`src/design/ssims_pkg.sv`:
```
package ssims_pkg;

  // Register byte addresses.
  localparam logic [31:0] OFS_CTRL  = 32'h0000_0000;
  localparam logic [31:0] OFS_STAT  = 32'h0000_0004;
  localparam logic [31:0] OFS_TXBUF = 32'h0000_0008;
  localparam logic [31:0] OFS_RXBUF = 32'h0000_000C;
  localparam logic [31:0] OFS_DIV   = 32'h0000_0010;

  // Control register fields.
  localparam int CTRL_RXEN = 0;
  localparam int CTRL_TXEN = 1;
  localparam int CTRL_DBUF = 2;
  localparam int CTRL_CINT = 3;
  localparam int CTRL_EDGE = 4;

  // Status register fields.
  localparam int STAT_TXEMP = 0;
  localparam int STAT_RBFUL = 1;
  localparam int STAT_OERR  = 2;
  localparam int STAT_UERR  = 3;
  localparam int STAT_BUSY  = 4;

  // Reset values and frame constants.
  localparam logic [7:0] CTRL_RST  = 8'h00;
  localparam logic [7:0] DIV_RST   = 8'h04;
  localparam logic [7:0] DUMMY_FRM = 8'hFF;
  localparam logic [2:0] LAST_BIT  = 3'h7;

endpackage

```
`src/design/ssims_top.sv`:
```
// Implementation choices: the register offsets and the AHB-Lite interface to the registers.
`timescale 1ns/10ps
module ssims_top
  import ssims_pkg::*;
#(
  parameter int DIV_W = 8
) (
  // Clock and reset.
  input  wire logic        CLK,
  input  wire logic        NRST,
  // AHB-Lite slave.
  input  wire logic        HSEL,
  input  wire logic [31:0] HADDR,
  input  wire logic [1:0]  HTRANS,
  input  wire logic        HWRITE,
  input  wire logic [2:0]  HSIZE,
  input  wire logic [31:0] HWDATA,
  input  wire logic        HREADY,
  output logic             HREADYOUT,
  output logic [31:0]      HRDATA,
  output logic             HRESP,
  // Serial link.
  input  wire logic        SCLK_I,
  output logic             SCLK_O,
  output logic             SCLK_OE,
  input  wire logic        RXD,
  output logic             TXD,
  // Events and buffer flags.
  output logic             TRANSMIT_INTERRUPT,
  output logic             RECEIVE_INTERRUPT,
  output logic             TX_BUFFER_EMPTY_FLAG,
  output logic             RX_BUFFER_FULL_FLAG
);

  // Refuse divider widths the register cannot hold.
  if (DIV_W < 1 || DIV_W > 8) begin : g_bad_div
    $error("DIV_W must lie between 1 and 8");
  end

  logic [1:0]       pin_s;
  logic             sclk_s;
  logic             rxd_s;
  logic             sclk_d_q;
  logic             wr_q;
  logic [31:0]      wa_q;
  logic             acc;
  logic             rd_fire;
  logic             rd_rx;
  logic             wr_ctrl;
  logic             wr_stat;
  logic             wr_tx;
  logic             wr_div;
  logic             rxen_rise;
  logic             rx_en_q;
  logic             tx_en_q;
  logic             dbuf_q;
  logic             cint_q;
  logic             edge_q;
  logic [DIV_W-1:0] div_q;
  logic [DIV_W-1:0] dcnt_q;
  logic             run_q;
  logic             tick;
  logic             sclk_q;
  logic             idle_lvl;
  logic             rise;
  logic             fall;
  logic             lead;
  logic             trail;
  logic             act_q;
  logic [2:0]       bit_q;
  logic             start;
  logic             done;
  logic [7:0]       tx_buf_q;
  logic             txb_v_q;
  logic [7:0]       tx_sh_q;
  logic             txs_v_q;
  logic             tx_have_q;
  logic [7:0]       tx_src;
  logic             tx_data_ok;
  logic             underrun;
  logic             copy;
  logic [7:0]       rx_sh_q;
  logic [7:0]       rx_word;
  logic [7:0]       rx_buf_q;
  logic             rbf_q;
  logic             hold_q;
  logic             req_q;
  logic             rx_dbuf;
  logic             tx_ready;
  logic             rx_ready;
  logic             go;
  logic             oerr_q;
  logic             uerr_q;
  logic [31:0]      rdata_q;
  logic             txd_q;
  logic             tx_int_q;
  logic             rx_int_q;

  // Pin inputs pass two flip-flops before any logic reads them.
  ssims_sync #(
    .W (2)
  ) u_sync (
    .clk  (CLK),
    .nrst (NRST),
    .d    ({SCLK_I, RXD}),
    .q    (pin_s)
  );

  assign sclk_s = pin_s[1];
  assign rxd_s  = pin_s[0];

  // Bus decode: address phase is taken on the edge where HREADY is high.
  assign acc       = HSEL & HTRANS[1] & HREADY;
  assign rd_fire   = acc & !HWRITE;
  assign rd_rx     = rd_fire & (HADDR == OFS_RXBUF);
  assign wr_ctrl   = wr_q & (wa_q == OFS_CTRL);
  assign wr_stat   = wr_q & (wa_q == OFS_STAT);
  assign wr_tx     = wr_q & (wa_q == OFS_TXBUF);
  assign wr_div    = wr_q & (wa_q == OFS_DIV);
  assign rxen_rise = wr_ctrl & HWDATA[CTRL_RXEN] & !rx_en_q;

  // Zero wait state, always OKAY.
  assign HREADYOUT = 1'b1;
  assign HRESP     = 1'b0;
  assign HRDATA    = rdata_q;

  // Write address capture for the following data phase.
  always_ff @(posedge CLK or negedge NRST) begin
    if (!NRST) begin
      wr_q <= 1'b0;
      wa_q <= 32'h0000_0000;
    end else begin
      wr_q <= acc & HWRITE;
      wa_q <= HADDR;
    end
  end

  // Read data is latched at the address edge and stands through the data phase.
  always_ff @(posedge CLK or negedge NRST) begin
    if (!NRST) begin
      rdata_q <= 32'h0000_0000;
    end else if (rd_fire) begin
      unique case (HADDR)
        OFS_CTRL:  rdata_q <= {27'h0, edge_q, cint_q, dbuf_q, tx_en_q, rx_en_q};
        OFS_STAT:  rdata_q <= {27'h0, act_q, uerr_q, oerr_q, rbf_q, !txb_v_q};
        OFS_TXBUF: rdata_q <= {24'h0, tx_buf_q};
        OFS_RXBUF: rdata_q <= {24'h0, rx_buf_q};
        OFS_DIV:   rdata_q <= {{(32-DIV_W){1'b0}}, div_q};
        default:   rdata_q <= 32'h0000_0000;
      endcase
    end
  end

  // Control and divider registers.
  always_ff @(posedge CLK or negedge NRST) begin
    if (!NRST) begin
      rx_en_q <= CTRL_RST[CTRL_RXEN];
      tx_en_q <= CTRL_RST[CTRL_TXEN];
      dbuf_q  <= CTRL_RST[CTRL_DBUF];
      cint_q  <= CTRL_RST[CTRL_CINT];
      edge_q  <= CTRL_RST[CTRL_EDGE];
      div_q   <= DIV_RST[DIV_W-1:0];
    end else begin
      if (wr_ctrl) begin
        rx_en_q <= HWDATA[CTRL_RXEN];
        tx_en_q <= HWDATA[CTRL_TXEN];
        dbuf_q  <= HWDATA[CTRL_DBUF];
        cint_q  <= HWDATA[CTRL_CINT];
        edge_q  <= HWDATA[CTRL_EDGE];
      end
      if (wr_div) begin
        div_q <= HWDATA[DIV_W-1:0];
      end
    end
  end

  // Own shift clock: half period is div_q + 1 system cycles.
  assign tick     = run_q & (dcnt_q == div_q);
  assign idle_lvl = !edge_q;

  always_ff @(posedge CLK or negedge NRST) begin
    if (!NRST) begin
      dcnt_q <= '0;
    end else if (!run_q || tick) begin
      dcnt_q <= '0;
    end else begin
      dcnt_q <= dcnt_q + 1'b1;
    end
  end

  // Clock level toggles on each tick and rests at the idle level.
  always_ff @(posedge CLK or negedge NRST) begin
    if (!NRST) begin
      sclk_q <= 1'b1;
    end else if (!run_q) begin
      sclk_q <= idle_lvl;
    end else if (tick) begin
      sclk_q <= !sclk_q;
    end
  end

  // Running flag: started by go, ended with the own-clock frame.
  always_ff @(posedge CLK or negedge NRST) begin
    if (!NRST) begin
      run_q <= 1'b0;
    end else if (!cint_q || (done && cint_q)) begin
      run_q <= 1'b0;
    end else if (go) begin
      run_q <= 1'b1;
    end
  end

  // Edge detection on the synchronised external clock.
  always_ff @(posedge CLK or negedge NRST) begin
    if (!NRST) begin
      sclk_d_q <= 1'b1;
    end else begin
      sclk_d_q <= sclk_s;
    end
  end

  assign rise  = sclk_s & !sclk_d_q;
  assign fall  = !sclk_s & sclk_d_q;
  // Leading edge drives TXD, trailing edge samples RXD; edge_q swaps them.
  assign lead  = cint_q ? (tick & (sclk_q == idle_lvl)) : (edge_q ? rise : fall);
  assign trail = cint_q ? (tick & (sclk_q != idle_lvl)) : (edge_q ? fall : rise);
  assign start = lead & !act_q;
  assign done  = trail & act_q & (bit_q == LAST_BIT);

  // Frame and bit counter; an external clock always starts the counter.
  always_ff @(posedge CLK or negedge NRST) begin
    if (!NRST) begin
      act_q <= 1'b0;
      bit_q <= 3'h0;
    end else begin
      if (start) begin
        act_q <= 1'b1;
      end else if (done) begin
        act_q <= 1'b0;
      end
      if (start) begin
        bit_q <= 3'h0;
      end else if (trail && act_q) begin
        bit_q <= bit_q + 3'h1;
      end
    end
  end

  // Frame source: buffer, shift register, or all-ones dummy when empty.
  assign tx_data_ok = dbuf_q ? txs_v_q : txb_v_q;
  assign tx_src     = !(tx_en_q && tx_data_ok) ? DUMMY_FRM :
                      (dbuf_q ? tx_sh_q : tx_buf_q);
  assign underrun   = start & tx_en_q & !cint_q & !tx_data_ok;
  assign copy       = dbuf_q & tx_en_q & txb_v_q & !txs_v_q & !act_q & !start;

  // Transmit buffer, shift register and the line, least significant bit first.
  always_ff @(posedge CLK or negedge NRST) begin
    if (!NRST) begin
      tx_buf_q  <= 8'h00;
      txb_v_q   <= 1'b0;
      tx_sh_q   <= DUMMY_FRM;
      txs_v_q   <= 1'b0;
      tx_have_q <= 1'b0;
      txd_q     <= 1'b1;
    end else begin
      if (copy) begin
        tx_sh_q <= tx_buf_q;
        txs_v_q <= 1'b1;
        txb_v_q <= 1'b0;
      end
      if (start) begin
        tx_sh_q   <= tx_src;
        txd_q     <= tx_src[0];
        tx_have_q <= tx_en_q & tx_data_ok;
        if (!dbuf_q) begin
          txb_v_q <= 1'b0;
        end
      end else if (lead && act_q) begin
        txd_q <= tx_sh_q[bit_q];
      end else if (!act_q && !tx_en_q) begin
        txd_q <= 1'b1;
      end
      if (done && dbuf_q) begin
        txs_v_q <= 1'b0;
      end
      if (wr_tx) begin
        tx_buf_q <= HWDATA[7:0];
        txb_v_q  <= 1'b1;
      end
    end
  end

  // Transmit event: end of frame when single, reload when double.
  always_ff @(posedge CLK or negedge NRST) begin
    if (!NRST) begin
      tx_int_q <= 1'b0;
    end else begin
      tx_int_q <= copy | (done & !dbuf_q & tx_have_q);
    end
  end

  // Receive shifting, least significant bit first, on the trailing edge.
  always_ff @(posedge CLK or negedge NRST) begin
    if (!NRST) begin
      rx_sh_q <= 8'h00;
    end else if (trail && act_q && !hold_q) begin
      rx_sh_q[bit_q] <= rxd_s;
    end
  end

  assign rx_word = {rxd_s, rx_sh_q[6:0]};
  // An external clock always uses the receive double buffer.
  assign rx_dbuf = dbuf_q | !cint_q;

  // Receive buffer, full flag, halt state and receive event.
  always_ff @(posedge CLK or negedge NRST) begin
    if (!NRST) begin
      rx_buf_q <= 8'h00;
      rbf_q    <= 1'b0;
      hold_q   <= 1'b0;
      rx_int_q <= 1'b0;
    end else begin
      rx_int_q <= 1'b0;
      if (rd_rx) begin
        if (hold_q) begin
          rx_buf_q <= rx_sh_q;
          hold_q   <= 1'b0;
          rx_int_q <= 1'b1;
        end else begin
          rbf_q <= 1'b0;
        end
      end
      if (done && rx_en_q) begin
        if (!rx_dbuf || !rbf_q || (rd_rx && !hold_q)) begin
          rx_buf_q <= rx_word;
          rbf_q    <= 1'b1;
          rx_int_q <= 1'b1;
        end else if (cint_q) begin
          hold_q <= 1'b1;
        end
      end
    end
  end

  // Receive request: set by enabling reception or reading, used by a start.
  always_ff @(posedge CLK or negedge NRST) begin
    if (!NRST) begin
      req_q <= 1'b0;
    end else begin
      if (start) begin
        req_q <= 1'b0;
      end
      if (rxen_rise || rd_rx) begin
        req_q <= 1'b1;
      end
    end
  end

  // Own-clock start: every enabled direction must be ready.
  assign tx_ready = dbuf_q ? txs_v_q : txb_v_q;
  assign rx_ready = rx_dbuf ? (tx_en_q ? !rbf_q : !hold_q) : req_q;
  assign go       = cint_q & (tx_en_q | rx_en_q) & !run_q & !act_q &
                    (!tx_en_q | tx_ready) & (!rx_en_q | rx_ready);

  // Error flags: hardware set wins over a software write-one clear.
  always_ff @(posedge CLK or negedge NRST) begin
    if (!NRST) begin
      oerr_q <= 1'b0;
      uerr_q <= 1'b0;
    end else begin
      if (wr_stat && HWDATA[STAT_OERR]) begin
        oerr_q <= 1'b0;
      end
      if (wr_stat && HWDATA[STAT_UERR]) begin
        uerr_q <= 1'b0;
      end
      if (done && rx_en_q && !cint_q && rbf_q && !rd_rx) begin
        oerr_q <= 1'b1;
      end
      if (underrun) begin
        uerr_q <= 1'b1;
      end
    end
  end

  // Output pins and flags.
  assign SCLK_O               = sclk_q;
  assign SCLK_OE              = cint_q;
  assign TXD                  = txd_q;
  assign TRANSMIT_INTERRUPT   = tx_int_q;
  assign RECEIVE_INTERRUPT    = rx_int_q;
  assign TX_BUFFER_EMPTY_FLAG = !txb_v_q;
  assign RX_BUFFER_FULL_FLAG  = rbf_q;

endmodule

```
`src/design/ssims_sync.sv`:
```
`timescale 1ns/10ps
module ssims_sync #(
  parameter int W = 2
) (
  // Clock and reset.
  input  wire logic         clk,
  input  wire logic         nrst,
  // Asynchronous inputs and their synchronised copies.
  input  wire logic [W-1:0] d,
  output logic      [W-1:0] q
);

  logic [W-1:0] meta_q;

  // Two stages; both reset to the idle high level of the link.
  always_ff @(posedge clk or negedge nrst) begin
    if (!nrst) begin
      meta_q <= '1;
      q      <= '1;
    end else begin
      meta_q <= d;
      q      <= meta_q;
    end
  end

endmodule

```
`config.mk`:
```
export PLATFORM = sky130hd
export DESIGN_NAME = ssims_top
export DESIGN_NICKNAME = d
export VERILOG_FILES = /design/src/design/ssims_pkg.sv /design/src/design/ssims_top.sv /design/src/design/ssims_sync.sv
export SDC_FILE = /design/constraint.sdc
export NUM_CORES = 1
export LEC_CHECK = 0
export ABC_CLOCK_PERIOD_IN_PS = 2430
export BUFFER_PORTS_ARGS = -buffer_cell sky130_fd_sc_hd__buf_2
export CORE_MARGIN = 2
export CORE_UTILIZATION = 39
export DETAILED_ROUTE_END_ITERATION = 16
export PLACE_DENSITY = 0.64
export SKIP_CTS_REPAIR_TIMING = 1
export SLEW_MARGIN = 20
export SYNTH_ARGS = -nofsm -noshare
export SYNTH_HDL_FRONTEND = slang
export SYNTH_SLANG_ARGS = --single-unit
```
`constraint.sdc`:
```
create_clock -name CLK -period 2.43 [get_ports CLK]
set_input_delay 0.243 -clock CLK [delete_from_list [all_inputs] [get_ports CLK]]
set_output_delay 0.243 -clock CLK [all_outputs]
set_load 0.01 [all_outputs]
```
==> summary.txt <==
Outcome
  • Status: complete, no violations

Clock network
  • Root Buffer: clkbuf_16
  • CTS tree: done
  • Total CTS buffers: 17
  • Worst-Skew Late Latency: 0.42 ns
  • Worst-path clk slew: 0.05 ns
  • Bufs on Longest Clock Path: 2
  • Max H-tree Level: 4
  • CTS sink count: 116

Finish
  • Layout Utilization: 51.05%
  • Layout cells sized above 1: 33.04%
  • Ant. Diodes: 0
  • Finished layout cell area: 0.006760 mm^2
  • Fin cells: 748
  • Layout area overhead: 27.70%
  • Final #Nets: 638
  • Fill cells: 1166

Timing
  • Final Skew: 0.008387 ns
  • Final Hold Fails: 0
  • Fin Setup TNS: 0 ns
  • Setup violators final: 0
  • Max-slew violation count: 0
  • Fin crit share: 96.44%
  • Max Freq: 426.7 MHz
  • Minimum clock period: 2.343 ns
  • RSZ-0062 raised after global routing: no
  • Final worst slack: 0.08651 ns
  • Hold slack: 0.07946 ns
  • Worst Max-Slew Pin Slew: 0.8526 ns
  • Relative slew margins: 42.89%

Global routing
  • Total grt overflow: 0
  • Largest net degree at the start of global routing: 49
  • Antenna violations before repair: 0
  • Vias in the first global route: 3925
  • GRT Overall Usage: 18.77%
  • First-pass GRT wire length: 20.55 mm

Detailed routing
  • Final wirelength: 13.23 mm
  • Vias per cell: 5.358
  • Metal-1 WL: 5.765 mm
  • Post-route ant nets: 0
  • DRT iter0 DRCs: 377
  • Metal3 WL: 670 um
  • Wirelength per Cell: 17.69 um
  • Top Metal Used: met4
  • Met2 WL: 6.420 mm
  • DR vias: 4008
  • DRT Pass-1 Iters: 5
  • Post-route DRC violation count: 0

Critical path
  • Crit-path cells: dlygate4sd3_1 > buf_2 > nor4_1 > nand3_1 > nor4_4 > buf_4 > o31ai_4 > mux2_4
  • Worst setup SP type: input pin
  • Top delay family on crit path: simple AND/OR/NAND/NOR gates
  • Crit path capture type: flop
  • Kind of critical path: in -> reg
  • CP Max Fanout: 8
  • CP Data Required Time: 2.73 ns
  • CP startpoint: HADDR[5]
  • CP peak stage delay: 0.55 ns
  • Crit path DAT: 2.64 ns
  • Worst path bufs/invs: 3
  • Worst r2r src: div_q[2]
  • Crit-path slowest cell: dlygate4sd3_1

Synthesis
  • Synth area leaders: dfrtp_1, dfstp_2, mux2_2
  • Number of synthesis warnings: 0
  • Post-synthesis register bit count: 116
  • Netlist cell types: 62
  • Post-synth EDFFs: 0
  • Yosys top cell area share: 47.27%
  • Cell taking the most area after synthesis: dfrtp_1
  • Post-synth ARST share: 100.0%
  • Top FF cell, synth: dfrtp_1
  • Post-Syn Area: 0.005294 mm^2
  • Register area share after synthesis: 55.21%
  • Top-count cell post-synth: dfrtp_1
  • Syn_area_per_cell: 12.17 um^2
  • Post-synthesis cell count: 435
  • Synth top cells by count: dfrtp_1, mux2_2, buf_4

Hold path
  • Min-delay worst type: in -> reg
  • Hold Startpoint: HWDATA[5]

Power
  • Power Total: 5.230 mW
  • Power per cell area: 773.6 mW/mm^2
  • Pleak: 3.161 nW
  • VDD IR max: 0.0006411 V

Placed design
  • Port Buf Inserts: 62
  • Routability congestion estimate: 0.8471
  • DP HPWL: 9.201 mm
  • Post-Place Setup Slack: -0.03917 ns
  • Area after DPL: 0.005873 mm^2
  • Placed instance count: 683

Floorplan
  • Site row count: 42
  • Initial Util: 39.98%
  • Floorplan core area: 0.01324 mm^2
  • Die Width: 120.5 um
  • Die H: 120.5 um
  • Top-level port count: 117
  • Die footprint: 0.01452 mm^2

Flow run
  • Max-cap viol count: 0
## sequential cells by signal, summed over array words and instances, names as in the netlist, 2 cells and up
signal	flops
u_sync.meta_q	2
rx_sh_q	8
HRDATA	8
wa_q	32
bit_q	3
rx_buf_q	8
u_sync.q	2
dcnt_q	8
tx_sh_q	8
tx_buf_q	8
div_q	8
## report_power, final
part | switching [mW] | leakage, nW | total [mW] | internal, mW
logic | 0.328 | 1.46 | 0.655 | 0.327
registers | 0.103 | 1.43 | 2.25 | 2.14
clock network | 0.857 | 0.271 | 2.33 | 1.47
## cells by family (layout without fill, tap and decap cells)
family	count (synthesis)	count (layout)	synth area share, %
buf+inv	50	163	5.389
mux	50	50	11.34
simple gates	123	123	14.13
compound gates	75	75	10.42
xor+xnor	16	16	2.647
flops	116	116	55.21
fa+ha+maj	3	3	0.7091
other cells	2	26	0.1419
## worst paths after layout
path	to	slack [ns]	depth (start not counted)
setup / recovery	rx_buf_q[6]	0.09	8
hold / removal	tx_buf_q[5]	0.08	2
setup reg to reg	tx_sh_q[0]	0.13	6
hold reg to reg	u_sync.q[1]	0.35	0
max in group asynchronous	u_sync.q[0]	1.30	3
min in group asynchronous	dcnt_q[2]	0.39	2
## per-layer routing
layer / GRT usage (%) / vias to the layer above
met2: 28.60 / 150
met1: 25.18 / 2022
met3: 4.340 / 28
met4: 9.448 / 0
li1: - / 1808
met5: 0 / -
## placed cells by master, fill, tap and decap left out, drive strengths merged, types with 3 or more instances in the layout
cell type,instances
nor3,6
nor2,16
o31ai,3
xor2,15
ha,3
dlygate4sd3,33
or4,5
o21ai,19
nand2,25
and3,5
a22o,3
a22oi,4
nor2b,3
mux2i,9
inv,11
mux2,39
conb,26
a31oi,5
nand3,14
nand2b,4
nand4,5
dfstp,16
o22a,7
clkinv,6
buf,87
nor4,21
a21oi,12
dfrtp,100
a222oi,5
clkinvlp,3
clkbuf,22
nand3b,5
## final cells by class
class | instances | area [um^2] | area share, %
Clock buffer | 22 | 474.2 | 7.015
Multi-Input combinational cell | 293 | 2176 | 32.19
Tap cell | 176 | 220.2 | 3.257
Clock inverter | 10 | 82.58 | 1.222
Timing Repair Buffer | 120 | 843.3 | 12.47
Inverter | 11 | 41.29 | 0.6108
Sequential cell | 116 | 2923 | 43.24
(Power assumes the default switching activity.)
